===== config.mk =====
export PLATFORM = sky130hd
export DESIGN_NAME = bus_ctl
export DESIGN_NICKNAME = d
export VERILOG_FILES = /design/src/rtl/bus_ctl_pkg.sv /design/src/rtl/bus_ctl.sv
export VERILOG_INCLUDE_DIRS = /design/src /design/src/rtl
export SDC_FILE = /design/constraint.sdc
export NUM_CORES = 1
export LEC_CHECK = 0
export ABC_AREA = 1
export BUFFER_PORTS_ARGS = -buffer_cell sky130_fd_sc_hd__buf_2
export CORE_MARGIN = 2
export CORE_UTILIZATION = 50
export CTS_CLUSTER_DIAMETER = 200
export DETAILED_ROUTE_END_ITERATION = 8
export PLACE_DENSITY = 0.76
export SYNTH_ARGS = -nofsm -noshare
export SYNTH_HDL_FRONTEND = slang
export SYNTH_SLANG_ARGS = --single-unit

===== constraint.sdc =====
create_clock -name clk -period 3.1 [get_ports clk]
set_clock_uncertainty 0.15 [all_clocks]
set_input_delay 0.31 -clock clk [delete_from_list [all_inputs] [get_ports clk]]
set_output_delay 0.31 -clock clk [all_outputs]
set_load 0.01 [all_outputs]

===== src/rtl/bus_ctl_map.svh =====
// Offsets, field positions and reset values of the bus control block.
// Included by the package users; definitions only.
`ifndef BUS_CTL_MAP_SVH
`define BUS_CTL_MAP_SVH

// Register port byte offsets
`define OFS_CTRL 8'h00
`define OFS_STATUS 8'h04
`define OFS_PC 8'h08
`define OFS_SP 8'h0C
`define OFS_RDATA 8'h10

// Control register fields (write pulses)
`define CTRL_IE_SET 0
`define CTRL_IE_CLR 1

// Status register fields
`define STS_GRANT 0
`define STS_IE 1
`define STS_IRQ_ACC 2
`define STS_HALTED 3
`define STS_STALL 4
`define STS_STATE_LO 8

// Reset values
`define PC_RESET 16'h0000
`define ADDR_RESET 16'h0000
`define DATA_RESET 8'h00

`endif


===== src/rtl/bus_ctl_pkg.sv =====
// Types shared by the bus control block and its users.
// Assumes the core side issues one machine-cycle request at a time.
package bus_ctl_pkg;

	typedef enum logic [1:0] {SEL_REQ, SEL_PC, SEL_PUSH, SEL_POP} addr_sel_e;

	typedef enum logic [2:0] {
		ST_IDLE, ST_ONE, ST_TWO, ST_STALL, ST_THREE, ST_HOLD, ST_HALT
	} cyc_state_e;

	typedef struct packed {
		logic [7:0] status;
		logic [15:0] addr;
		logic [7:0] wdata;
		addr_sel_e sel;
		logic is_io;
		logic is_write;
		logic is_last;
		logic is_halt;
		logic set_ie;
		logic clr_ie;
	} cycle_req_s;

endpackage


===== src/rtl/bus_ctl.sv =====
// Machine-cycle sequencer driving the processor address, data and control pins.
// Assumes all pin inputs are synchronous to clk; one clk period per clock state.
//
// Strobed register access and the register addresses were left to the implementer.
`timescale 1ns/1ps
`include "bus_ctl_map.svh"

// Functional notes
// - Drive 16-bit address; I/O port number selects one of 256 ports.
// - Status byte is on the data bus in state one.
// - Cycle-start strobe marks the first state of each machine cycle.
// - Input-phase indicator high while the data bus expects external data.
// - Ready low after address issue inserts stall states until it rises.
// - Stall output is high for each stall state.
// - Holding ready low lets external logic step one machine cycle.
// - Write strobe low only while write data is already stable.
// - Release request seen only when halted, or in state two/stall with ready.
// - In bus release both address and data buses float.
// - Grant rises at state three for reads, one state later for writes.
// - Interrupt enable output shows the enable flip-flop; clear flag refuses.
// - Enable flag clears in state one of an accepted interrupt fetch, and on reset.
// - Interrupt request sampled at instruction end or while halted.
// - No interrupt taken during bus release or with the flag clear.
// - Reset clears program counter, enable flag and grant.
// - Reset leaves the stack pointer untouched.
// - Stack lives in external memory, addressed by a 16-bit stack pointer.
// - Interrupt sampled in the last state of an instruction, acted on next.
module bus_ctl (
	input wire logic clk,
	input wire logic sys_rst,
	// Core side
	input wire bus_ctl_pkg::cycle_req_s cyc_req,
	input wire logic cyc_valid,
	output logic cyc_ready,
	output logic [7:0] cyc_rdata,
	output logic cyc_rdata_valid,
	output logic irq_accept,
	output logic irq_taken,
	// Register port
	input wire logic [7:0] reg_addr,
	input wire logic [31:0] reg_wdata,
	input wire logic reg_we,
	input wire logic reg_re,
	output logic [31:0] reg_rdata,
	// Pins
	output logic [15:0] address_lines,
	output logic address_lines_oe,
	input wire logic [7:0] data_lines_in,
	output logic [7:0] data_lines_out,
	output logic data_lines_oe,
	output logic cycle_start,
	output logic bus_input_phase,
	output logic write_n,
	input wire logic ready,
	output logic stall_ack,
	input wire logic hold_req,
	output logic bus_release_grant,
	input wire logic irq_req,
	output logic irq_enable_flag
);

	bus_ctl_pkg::cyc_state_e state;
	bus_ctl_pkg::cyc_state_e next_state;
	bus_ctl_pkg::cycle_req_s cur;
	logic [15:0] pc;
	logic [15:0] sp;
	logic [7:0] last_rdata;
	logic hold_seen;
	logic halt_ret;
	logic start_cycle;
	logic hold_ok;
	logic irq_ok;
	logic end_cycle;
	logic fetch_start;
	logic ack_fetch;
	logic ctrl_wr;
	logic grant_drop;

	// Request accepted only when idle; one machine cycle in flight
	assign cyc_ready = (state == bus_ctl_pkg::ST_IDLE);
	assign start_cycle = cyc_ready && cyc_valid;
	assign end_cycle = (state == bus_ctl_pkg::ST_THREE);
	assign fetch_start = start_cycle && (cyc_req.sel == bus_ctl_pkg::SEL_PC);
	// A fetch started with an interrupt pending is its acknowledge
	assign ack_fetch = fetch_start && irq_accept;
	assign ctrl_wr = reg_we && (reg_addr == `OFS_CTRL);

	// Withdrawal drops the grant in any state
	// Dropping it only in release would leave it up through state three of a read
	assign grant_drop = bus_release_grant && !hold_req;

	assign hold_ok = hold_req && (((state == bus_ctl_pkg::ST_TWO ||
		state == bus_ctl_pkg::ST_STALL) && ready) || state == bus_ctl_pkg::ST_HALT);

	// Refused in release or with flag clear
	assign irq_ok = irq_req && irq_enable_flag && !bus_release_grant;

	always_comb begin
		next_state = state;
		unique case (state)
			bus_ctl_pkg::ST_IDLE: begin
				if (start_cycle) begin
					next_state = bus_ctl_pkg::ST_ONE;
				end
			end
			bus_ctl_pkg::ST_ONE: begin
				next_state = bus_ctl_pkg::ST_TWO;
			end
			// Ready taken as already synchronous to clk
			bus_ctl_pkg::ST_TWO, bus_ctl_pkg::ST_STALL: begin
				next_state = ready ? bus_ctl_pkg::ST_THREE : bus_ctl_pkg::ST_STALL;
			end
			bus_ctl_pkg::ST_THREE: begin
				// A request withdrawn before the cycle ends skips the release
				if (hold_seen && hold_req) begin
					next_state = bus_ctl_pkg::ST_HOLD;
				end else if (cur.is_halt) begin
					next_state = bus_ctl_pkg::ST_HALT;
				end else begin
					next_state = bus_ctl_pkg::ST_IDLE;
				end
			end
			bus_ctl_pkg::ST_HOLD: begin
				if (!hold_req) begin
					next_state = halt_ret ? bus_ctl_pkg::ST_HALT : bus_ctl_pkg::ST_IDLE;
				end
			end
			// Halt left on interrupt
			// Release outranks an interrupt while halted
			bus_ctl_pkg::ST_HALT: begin
				if (hold_ok) begin
					next_state = bus_ctl_pkg::ST_HOLD;
				end else if (irq_ok) begin
					next_state = bus_ctl_pkg::ST_IDLE;
				end
			end
			default: begin
				next_state = bus_ctl_pkg::ST_IDLE;
			end
		endcase
	end

	always_ff @(posedge clk or posedge sys_rst) begin
		if (sys_rst) begin
			state <= bus_ctl_pkg::ST_IDLE;
		end else begin
			state <= next_state;
		end
	end

	always_ff @(posedge clk or posedge sys_rst) begin
		if (sys_rst) begin
			cur <= '0;
		end else if (start_cycle) begin
			cur <= cyc_req;
		end
	end

	// Release request latched in its window, kept until the idle or release state
	always_ff @(posedge clk or posedge sys_rst) begin
		if (sys_rst) begin
			hold_seen <= 1'b0;
		end else if (state == bus_ctl_pkg::ST_IDLE || state == bus_ctl_pkg::ST_HOLD) begin
			hold_seen <= 1'b0;
		end else if (hold_ok && state != bus_ctl_pkg::ST_HALT) begin
			hold_seen <= 1'b1;
		end
	end

	always_ff @(posedge clk or posedge sys_rst) begin
		if (sys_rst) begin
			halt_ret <= 1'b0;
		end else if (state == bus_ctl_pkg::ST_HALT && hold_ok) begin
			halt_ret <= 1'b1;
		end else if (end_cycle && hold_seen) begin
			halt_ret <= cur.is_halt;
		end
	end

	always_ff @(posedge clk or posedge sys_rst) begin
		if (sys_rst) begin
			bus_release_grant <= 1'b0;
		end else if (grant_drop) begin
			bus_release_grant <= 1'b0;
		end else if (hold_ok && ready && state != bus_ctl_pkg::ST_HALT && !cur.is_write) begin
			bus_release_grant <= 1'b1;
		end else if (end_cycle && hold_seen && hold_req && cur.is_write) begin
			bus_release_grant <= 1'b1;
		end else if (state == bus_ctl_pkg::ST_HALT && hold_ok) begin
			bus_release_grant <= 1'b1;
		end
	end

	// Address and I/O port number
	// I/O cycles repeat the port number on both address halves
	always_ff @(posedge clk or posedge sys_rst) begin
		if (sys_rst) begin
			address_lines <= `ADDR_RESET;
		end else if (start_cycle) begin
			unique case (cyc_req.sel)
				bus_ctl_pkg::SEL_REQ: begin
					address_lines <= cyc_req.is_io ? {cyc_req.addr[7:0], cyc_req.addr[7:0]}
						: cyc_req.addr;
				end
				bus_ctl_pkg::SEL_PC: begin
					address_lines <= pc;
				end
				bus_ctl_pkg::SEL_PUSH: begin
					address_lines <= sp - 16'h0001;
				end
				bus_ctl_pkg::SEL_POP: begin
					address_lines <= sp;
				end
			endcase
		end
	end

	// Program counter steps on fetch, except in an interrupt acknowledge fetch
	always_ff @(posedge clk or posedge sys_rst) begin
		if (sys_rst) begin
			pc <= `PC_RESET;
		end else if (reg_we && reg_addr == `OFS_PC) begin
			pc <= reg_wdata[15:0];
		end else if (fetch_start && !irq_accept) begin
			pc <= pc + 16'h0001;
		end
	end

	always_ff @(posedge clk) begin
		if (reg_we && reg_addr == `OFS_SP) begin
			sp <= reg_wdata[15:0];
		end else if (start_cycle && cyc_req.sel == bus_ctl_pkg::SEL_PUSH) begin
			sp <= sp - 16'h0001;
		end else if (start_cycle && cyc_req.sel == bus_ctl_pkg::SEL_POP) begin
			sp <= sp + 16'h0001;
		end
	end

	// Status in state one, then write data
	always_ff @(posedge clk or posedge sys_rst) begin
		if (sys_rst) begin
			data_lines_out <= `DATA_RESET;
		end else if (start_cycle) begin
			data_lines_out <= cyc_req.status;
		end else if (state == bus_ctl_pkg::ST_ONE) begin
			data_lines_out <= cur.wdata;
		end
	end

	assign address_lines_oe = (state != bus_ctl_pkg::ST_HOLD);
	assign data_lines_oe = (state == bus_ctl_pkg::ST_ONE) || (cur.is_write &&
		(state == bus_ctl_pkg::ST_TWO || state == bus_ctl_pkg::ST_STALL ||
		state == bus_ctl_pkg::ST_THREE));

	assign cycle_start = (state == bus_ctl_pkg::ST_ONE);

	assign bus_input_phase = !cur.is_write && (state == bus_ctl_pkg::ST_TWO ||
		state == bus_ctl_pkg::ST_STALL || state == bus_ctl_pkg::ST_THREE);

	// Strobe after data settled a state earlier
	assign write_n = !(cur.is_write && (state == bus_ctl_pkg::ST_STALL ||
		state == bus_ctl_pkg::ST_THREE));

	// Ready low parks the cycle here for stepping
	assign stall_ack = (state == bus_ctl_pkg::ST_STALL);

	// Read data taken at the end of state three
	always_ff @(posedge clk or posedge sys_rst) begin
		if (sys_rst) begin
			last_rdata <= `DATA_RESET;
		end else if (end_cycle && !cur.is_write) begin
			last_rdata <= data_lines_in;
		end
	end

	assign cyc_rdata = last_rdata;

	// Valid pulses once per cycle; the byte stays readable on the register port
	always_ff @(posedge clk or posedge sys_rst) begin
		if (sys_rst) begin
			cyc_rdata_valid <= 1'b0;
		end else begin
			cyc_rdata_valid <= end_cycle;
		end
	end

	// Sampled in last state, honoured on the next fetch
	// A cycle that ends in release leaves the interrupt for a later end
	always_ff @(posedge clk or posedge sys_rst) begin
		if (sys_rst) begin
			irq_accept <= 1'b0;
		end else if (fetch_start) begin
			irq_accept <= 1'b0;
		end else if (end_cycle && cur.is_last && !hold_seen && irq_ok) begin
			irq_accept <= 1'b1;
		end else if (state == bus_ctl_pkg::ST_HALT && !hold_ok && irq_ok) begin
			irq_accept <= 1'b1;
		end
	end

	always_ff @(posedge clk or posedge sys_rst) begin
		if (sys_rst) begin
			irq_taken <= 1'b0;
		end else begin
			irq_taken <= ack_fetch;
		end
	end

	always_ff @(posedge clk or posedge sys_rst) begin
		if (sys_rst) begin
			irq_enable_flag <= 1'b0;
		end else if (ack_fetch) begin
			// Cleared when the acknowledge fetch starts
			irq_enable_flag <= 1'b0;
		// Clear wins over set when both bits are written
		end else if (ctrl_wr && reg_wdata[`CTRL_IE_CLR]) begin
			irq_enable_flag <= 1'b0;
		end else if (ctrl_wr && reg_wdata[`CTRL_IE_SET]) begin
			irq_enable_flag <= 1'b1;
		end else if (end_cycle && cur.is_last && cur.clr_ie) begin
			irq_enable_flag <= 1'b0;
		end else if (end_cycle && cur.is_last && cur.set_ie) begin
			irq_enable_flag <= 1'b1;
		end
	end

	// Register reads: data one cycle after the strobe, zero elsewhere
	always_ff @(posedge clk or posedge sys_rst) begin
		if (sys_rst) begin
			reg_rdata <= 32'h00000000;
		end else if (reg_re) begin
			unique case (reg_addr)
				`OFS_STATUS: begin
					reg_rdata <= {21'h000000, 3'(state), 3'h0, stall_ack,
						(state == bus_ctl_pkg::ST_HALT), irq_accept, irq_enable_flag,
						bus_release_grant};
				end
				`OFS_PC: begin
					reg_rdata <= {16'h0000, pc};
				end
				`OFS_SP: begin
					reg_rdata <= {16'h0000, sp};
				end
				`OFS_RDATA: begin
					reg_rdata <= {24'h000000, last_rdata};
				end
				default: begin
					reg_rdata <= 32'h00000000;
				end
			endcase
		end else begin
			reg_rdata <= 32'h00000000;
		end
	end

endmodule // bus_ctl


==> impl_metrics.ini <==
[clock_tree]
ctsRootBufferMaster = clkbuf_16
cts_inserted_buffers = 9
cts_buffer_depth = 2
cts_setup_buffers = 0
clkLatencyLatePin_ns = 0.36
cts_tree = built
cts.sinks = 103
h-tree-depth = 3
path_clk_slew_ns = 0.07

[synthesis]
synth_top_family_by_area = simple AND/OR/NAND/NOR gates
yosys.area_share.adder_pct = 0.5722
synth.avg_cell_area_um2 = 6.949
yosysWarnings = 0
syn_inst = 944
yosys.area_share.simple_pct = 36.32
yosysUniqueCellTypes = 37
yosysSeqAreaShare_pct = 40.51
muxShareOfSynthArea_pct = 0.6866
ys_ff_latch = 103
netlist_area_um2 = 6560
synth-xor-area-share_pct = 2.403
synth_compound_area_share_pct = 9.918

[routing]
postRouteAntennaNets = 0
post-route-drc-count = 0
wire_per_inst_um = 15.45
num_vias = 6596
via_per_inst = 5.281
firstDrtPassIters = 7
wl_mm = 19.30
drtIter0Drc = 592

[die]
start_util_pct = 51.56
coreArea_um2 = 12720
fp.dieW_um = 118.5
placementRows = 41
die-area_um2 = 14050
ios = 172
die_y_um = 118.5

[sta]
tightest_slew_ns = 0.8638
tns_ns = 0
hold_viol = 0
setup_viol_count_final = 0
slew_violations = 0
period_share_pct = 73.38
slew_headroom_pct = 42.42
period_needed_ns = 2.275
clock.fmax_mhz = 439.6
rsz0062_at_grt = false

[global_route]
grt_max_degree = 46
track_usage_pct = 27.82
grt_pass1_vias = 6112
grt-ovfl-total = 0
grt_pass1_wl_mm = 30.93
antenna_found_initial = 0

[placed_design]
hpwl_mm = 14.81
portBuffers = 139
place_congestion = 0.9659
place_area_um2 = 7296
place_inst = 1232

[flow_run]
cap_violations = 0

[final_layout]
final_cell_mix = 340 x nand2_1, 139 x buf_2, 113 x nor2_1
drive_gt1_share_pct = 18.48
final_area_um2 = 7637
multiInputGateArea_um2 = 3333
regArea_um2 = 2658
diodes = 0
fillers = 1270
area_growth_pct = 16.42
layout_commonest_cell = nand2_1
layoutNonFillerInstCount = 1249
fin_nets = 1171

[setup_path]
path_max_fanout = 9
crit_slowest_cell = edfxtp_1
crit_buf_inv = 2
crit_type = flip-flop to flip-flop
cp_top_family = flip-flops
startpoint_type = flip-flop
arrival_ns = 2.24
cp-end-kind = flip-flop
path_cells = inv_2, ha_1, inv_1, nor2_1, xor2_1, o21ai_0, nand2_1, nand2_1
cp_common_cell = nand2_1
max_stage_delay_ns = 0.55
crit_required_ns = 3.06

[outcome]
outcome = finished clean

[power]
peakVddDrop_mv = 0.4098
p_per_area_nw_per_um2 = 688.7
finalPower_mw = 5.260
power.leakage_nw = 3.928

[min_path]
hp-class = input pin to flip-flop
## cell type report
class	instances	area share [%]
timing repair buffer	146	9.993
multi-input combinational	723	43.64
clock buffer	11	3.309
tap	172	2.818
clock inverter	5	1.032
inverter	89	4.407
sequential	103	34.80
## synth_stat cells (all sizes together)
cell type / n / area share, %
a21boi: 1 / 0.11
a21oi: 34 / 2.6
a221oi: 1 / 0.13
a31oi: 8 / 0.76
buf: 40 / 4.2
clkbuf: 4 / 0.23
clkinv: 1 / 0.076
conb: 1 / 0.057
dfrtp: 87 / 33
edfxtp: 16 / 7.3
ha: 3 / 0.57
inv: 88 / 5.0
mux2: 4 / 0.69
nand2: 349 / 21
nand3: 69 / 5.3
nand4: 9 / 0.86
nor2: 122 / 8.2
nor3: 8 / 0.76
nor4b: 1 / 0.13
o211ai: 8 / 0.92
o21ai: 56 / 4.3
o21bai: 2 / 0.23
o221ai: 1 / 0.13
o22ai: 8 / 0.76
or2: 5 / 0.48
xnor2: 3 / 0.40
xor2: 15 / 2.0
## where the power goes
group	switching, mW	internal (mW)
Clock	0.519	0.752
Combinational	1.17	0.682
Sequential	0.341	1.80
Total	2.03	3.23
## metal layers
metal / share of wire, % / track usage (%) / vias up
met5: 0 / 0 / -
met4: 3.1 / 11.01 / 0
met3: 8.8 / 5.647 / 44
met2: 47 / 44.22 / 318
met1: 41 / 37.26 / 2997
li1: - / - / 3237
## per-stage QoR
stage | util [%] | worst slack [ns] | hold WS [ns]
6_report | 60.03 | 0.8252 | 0.008421
4_1_cts | 60.03 | 0.8970 | 0.005637
3_3_place_gp | 57.35 | 0.8909 | 0.3030
5_1_grt | 60.03 | 0.6944 | 0.01292
3_5_place_dp | 57.35 | 0.8753 | 0.3084
2_1_floorplan | - | 0.2851 | 0.2766
## flip-flops by register name, summed over array words and instances (netlist names), 3 cells and up
signal          flops
cyc_rdata           8
data_lines_out      8
state               3
reg_rdata          16
sp                 16
address_lines      16
cur                13
pc                 16
## tightest hold or removal path: stages
cell     delay [ns]
buf_2          0.08
nand2_1        0.04
nand2_1        0.05
## repair_timing
action / 4_1_cts / 5_1_grt
hold buffers: 1 / 0
resized for setup: 0 / 0
endpoints found under the hold margin: 43 / 0
endpoints found under the setup margin: 0 / 0
## kinds of logic (layout without fill, tap and decap cells)
logic type	after synthesis	count (layout)
compound gates	119	119
xor+xnor	18	18
fa+ha+maj	3	3
buf+inv	133	251
flops	103	103
mux	4	4
other cells	1	16
simple gates	563	563
## worst paths after layout
| check | startpoint | slack [ns] | depth (start not counted) | end |
|---|---|---|---|---|
| max | sp[0] | 0.83 | 8 | sp[6] |
| min | cyc_req[12] | 0.008 | 3 | cur[12] |
| max reg2reg | sp[0] | 0.83 | 8 | sp[6] |
| min reg2reg | cur[15] | 0.32 | 2 | cur[15] |
| max in group asynchronous | sys_rst | 1.63 | 4 | reg_rdata[2] |
| min in group asynchronous | sys_rst | 0.49 | 3 | hold_seen |
Power figures use the tool's default switching activity.
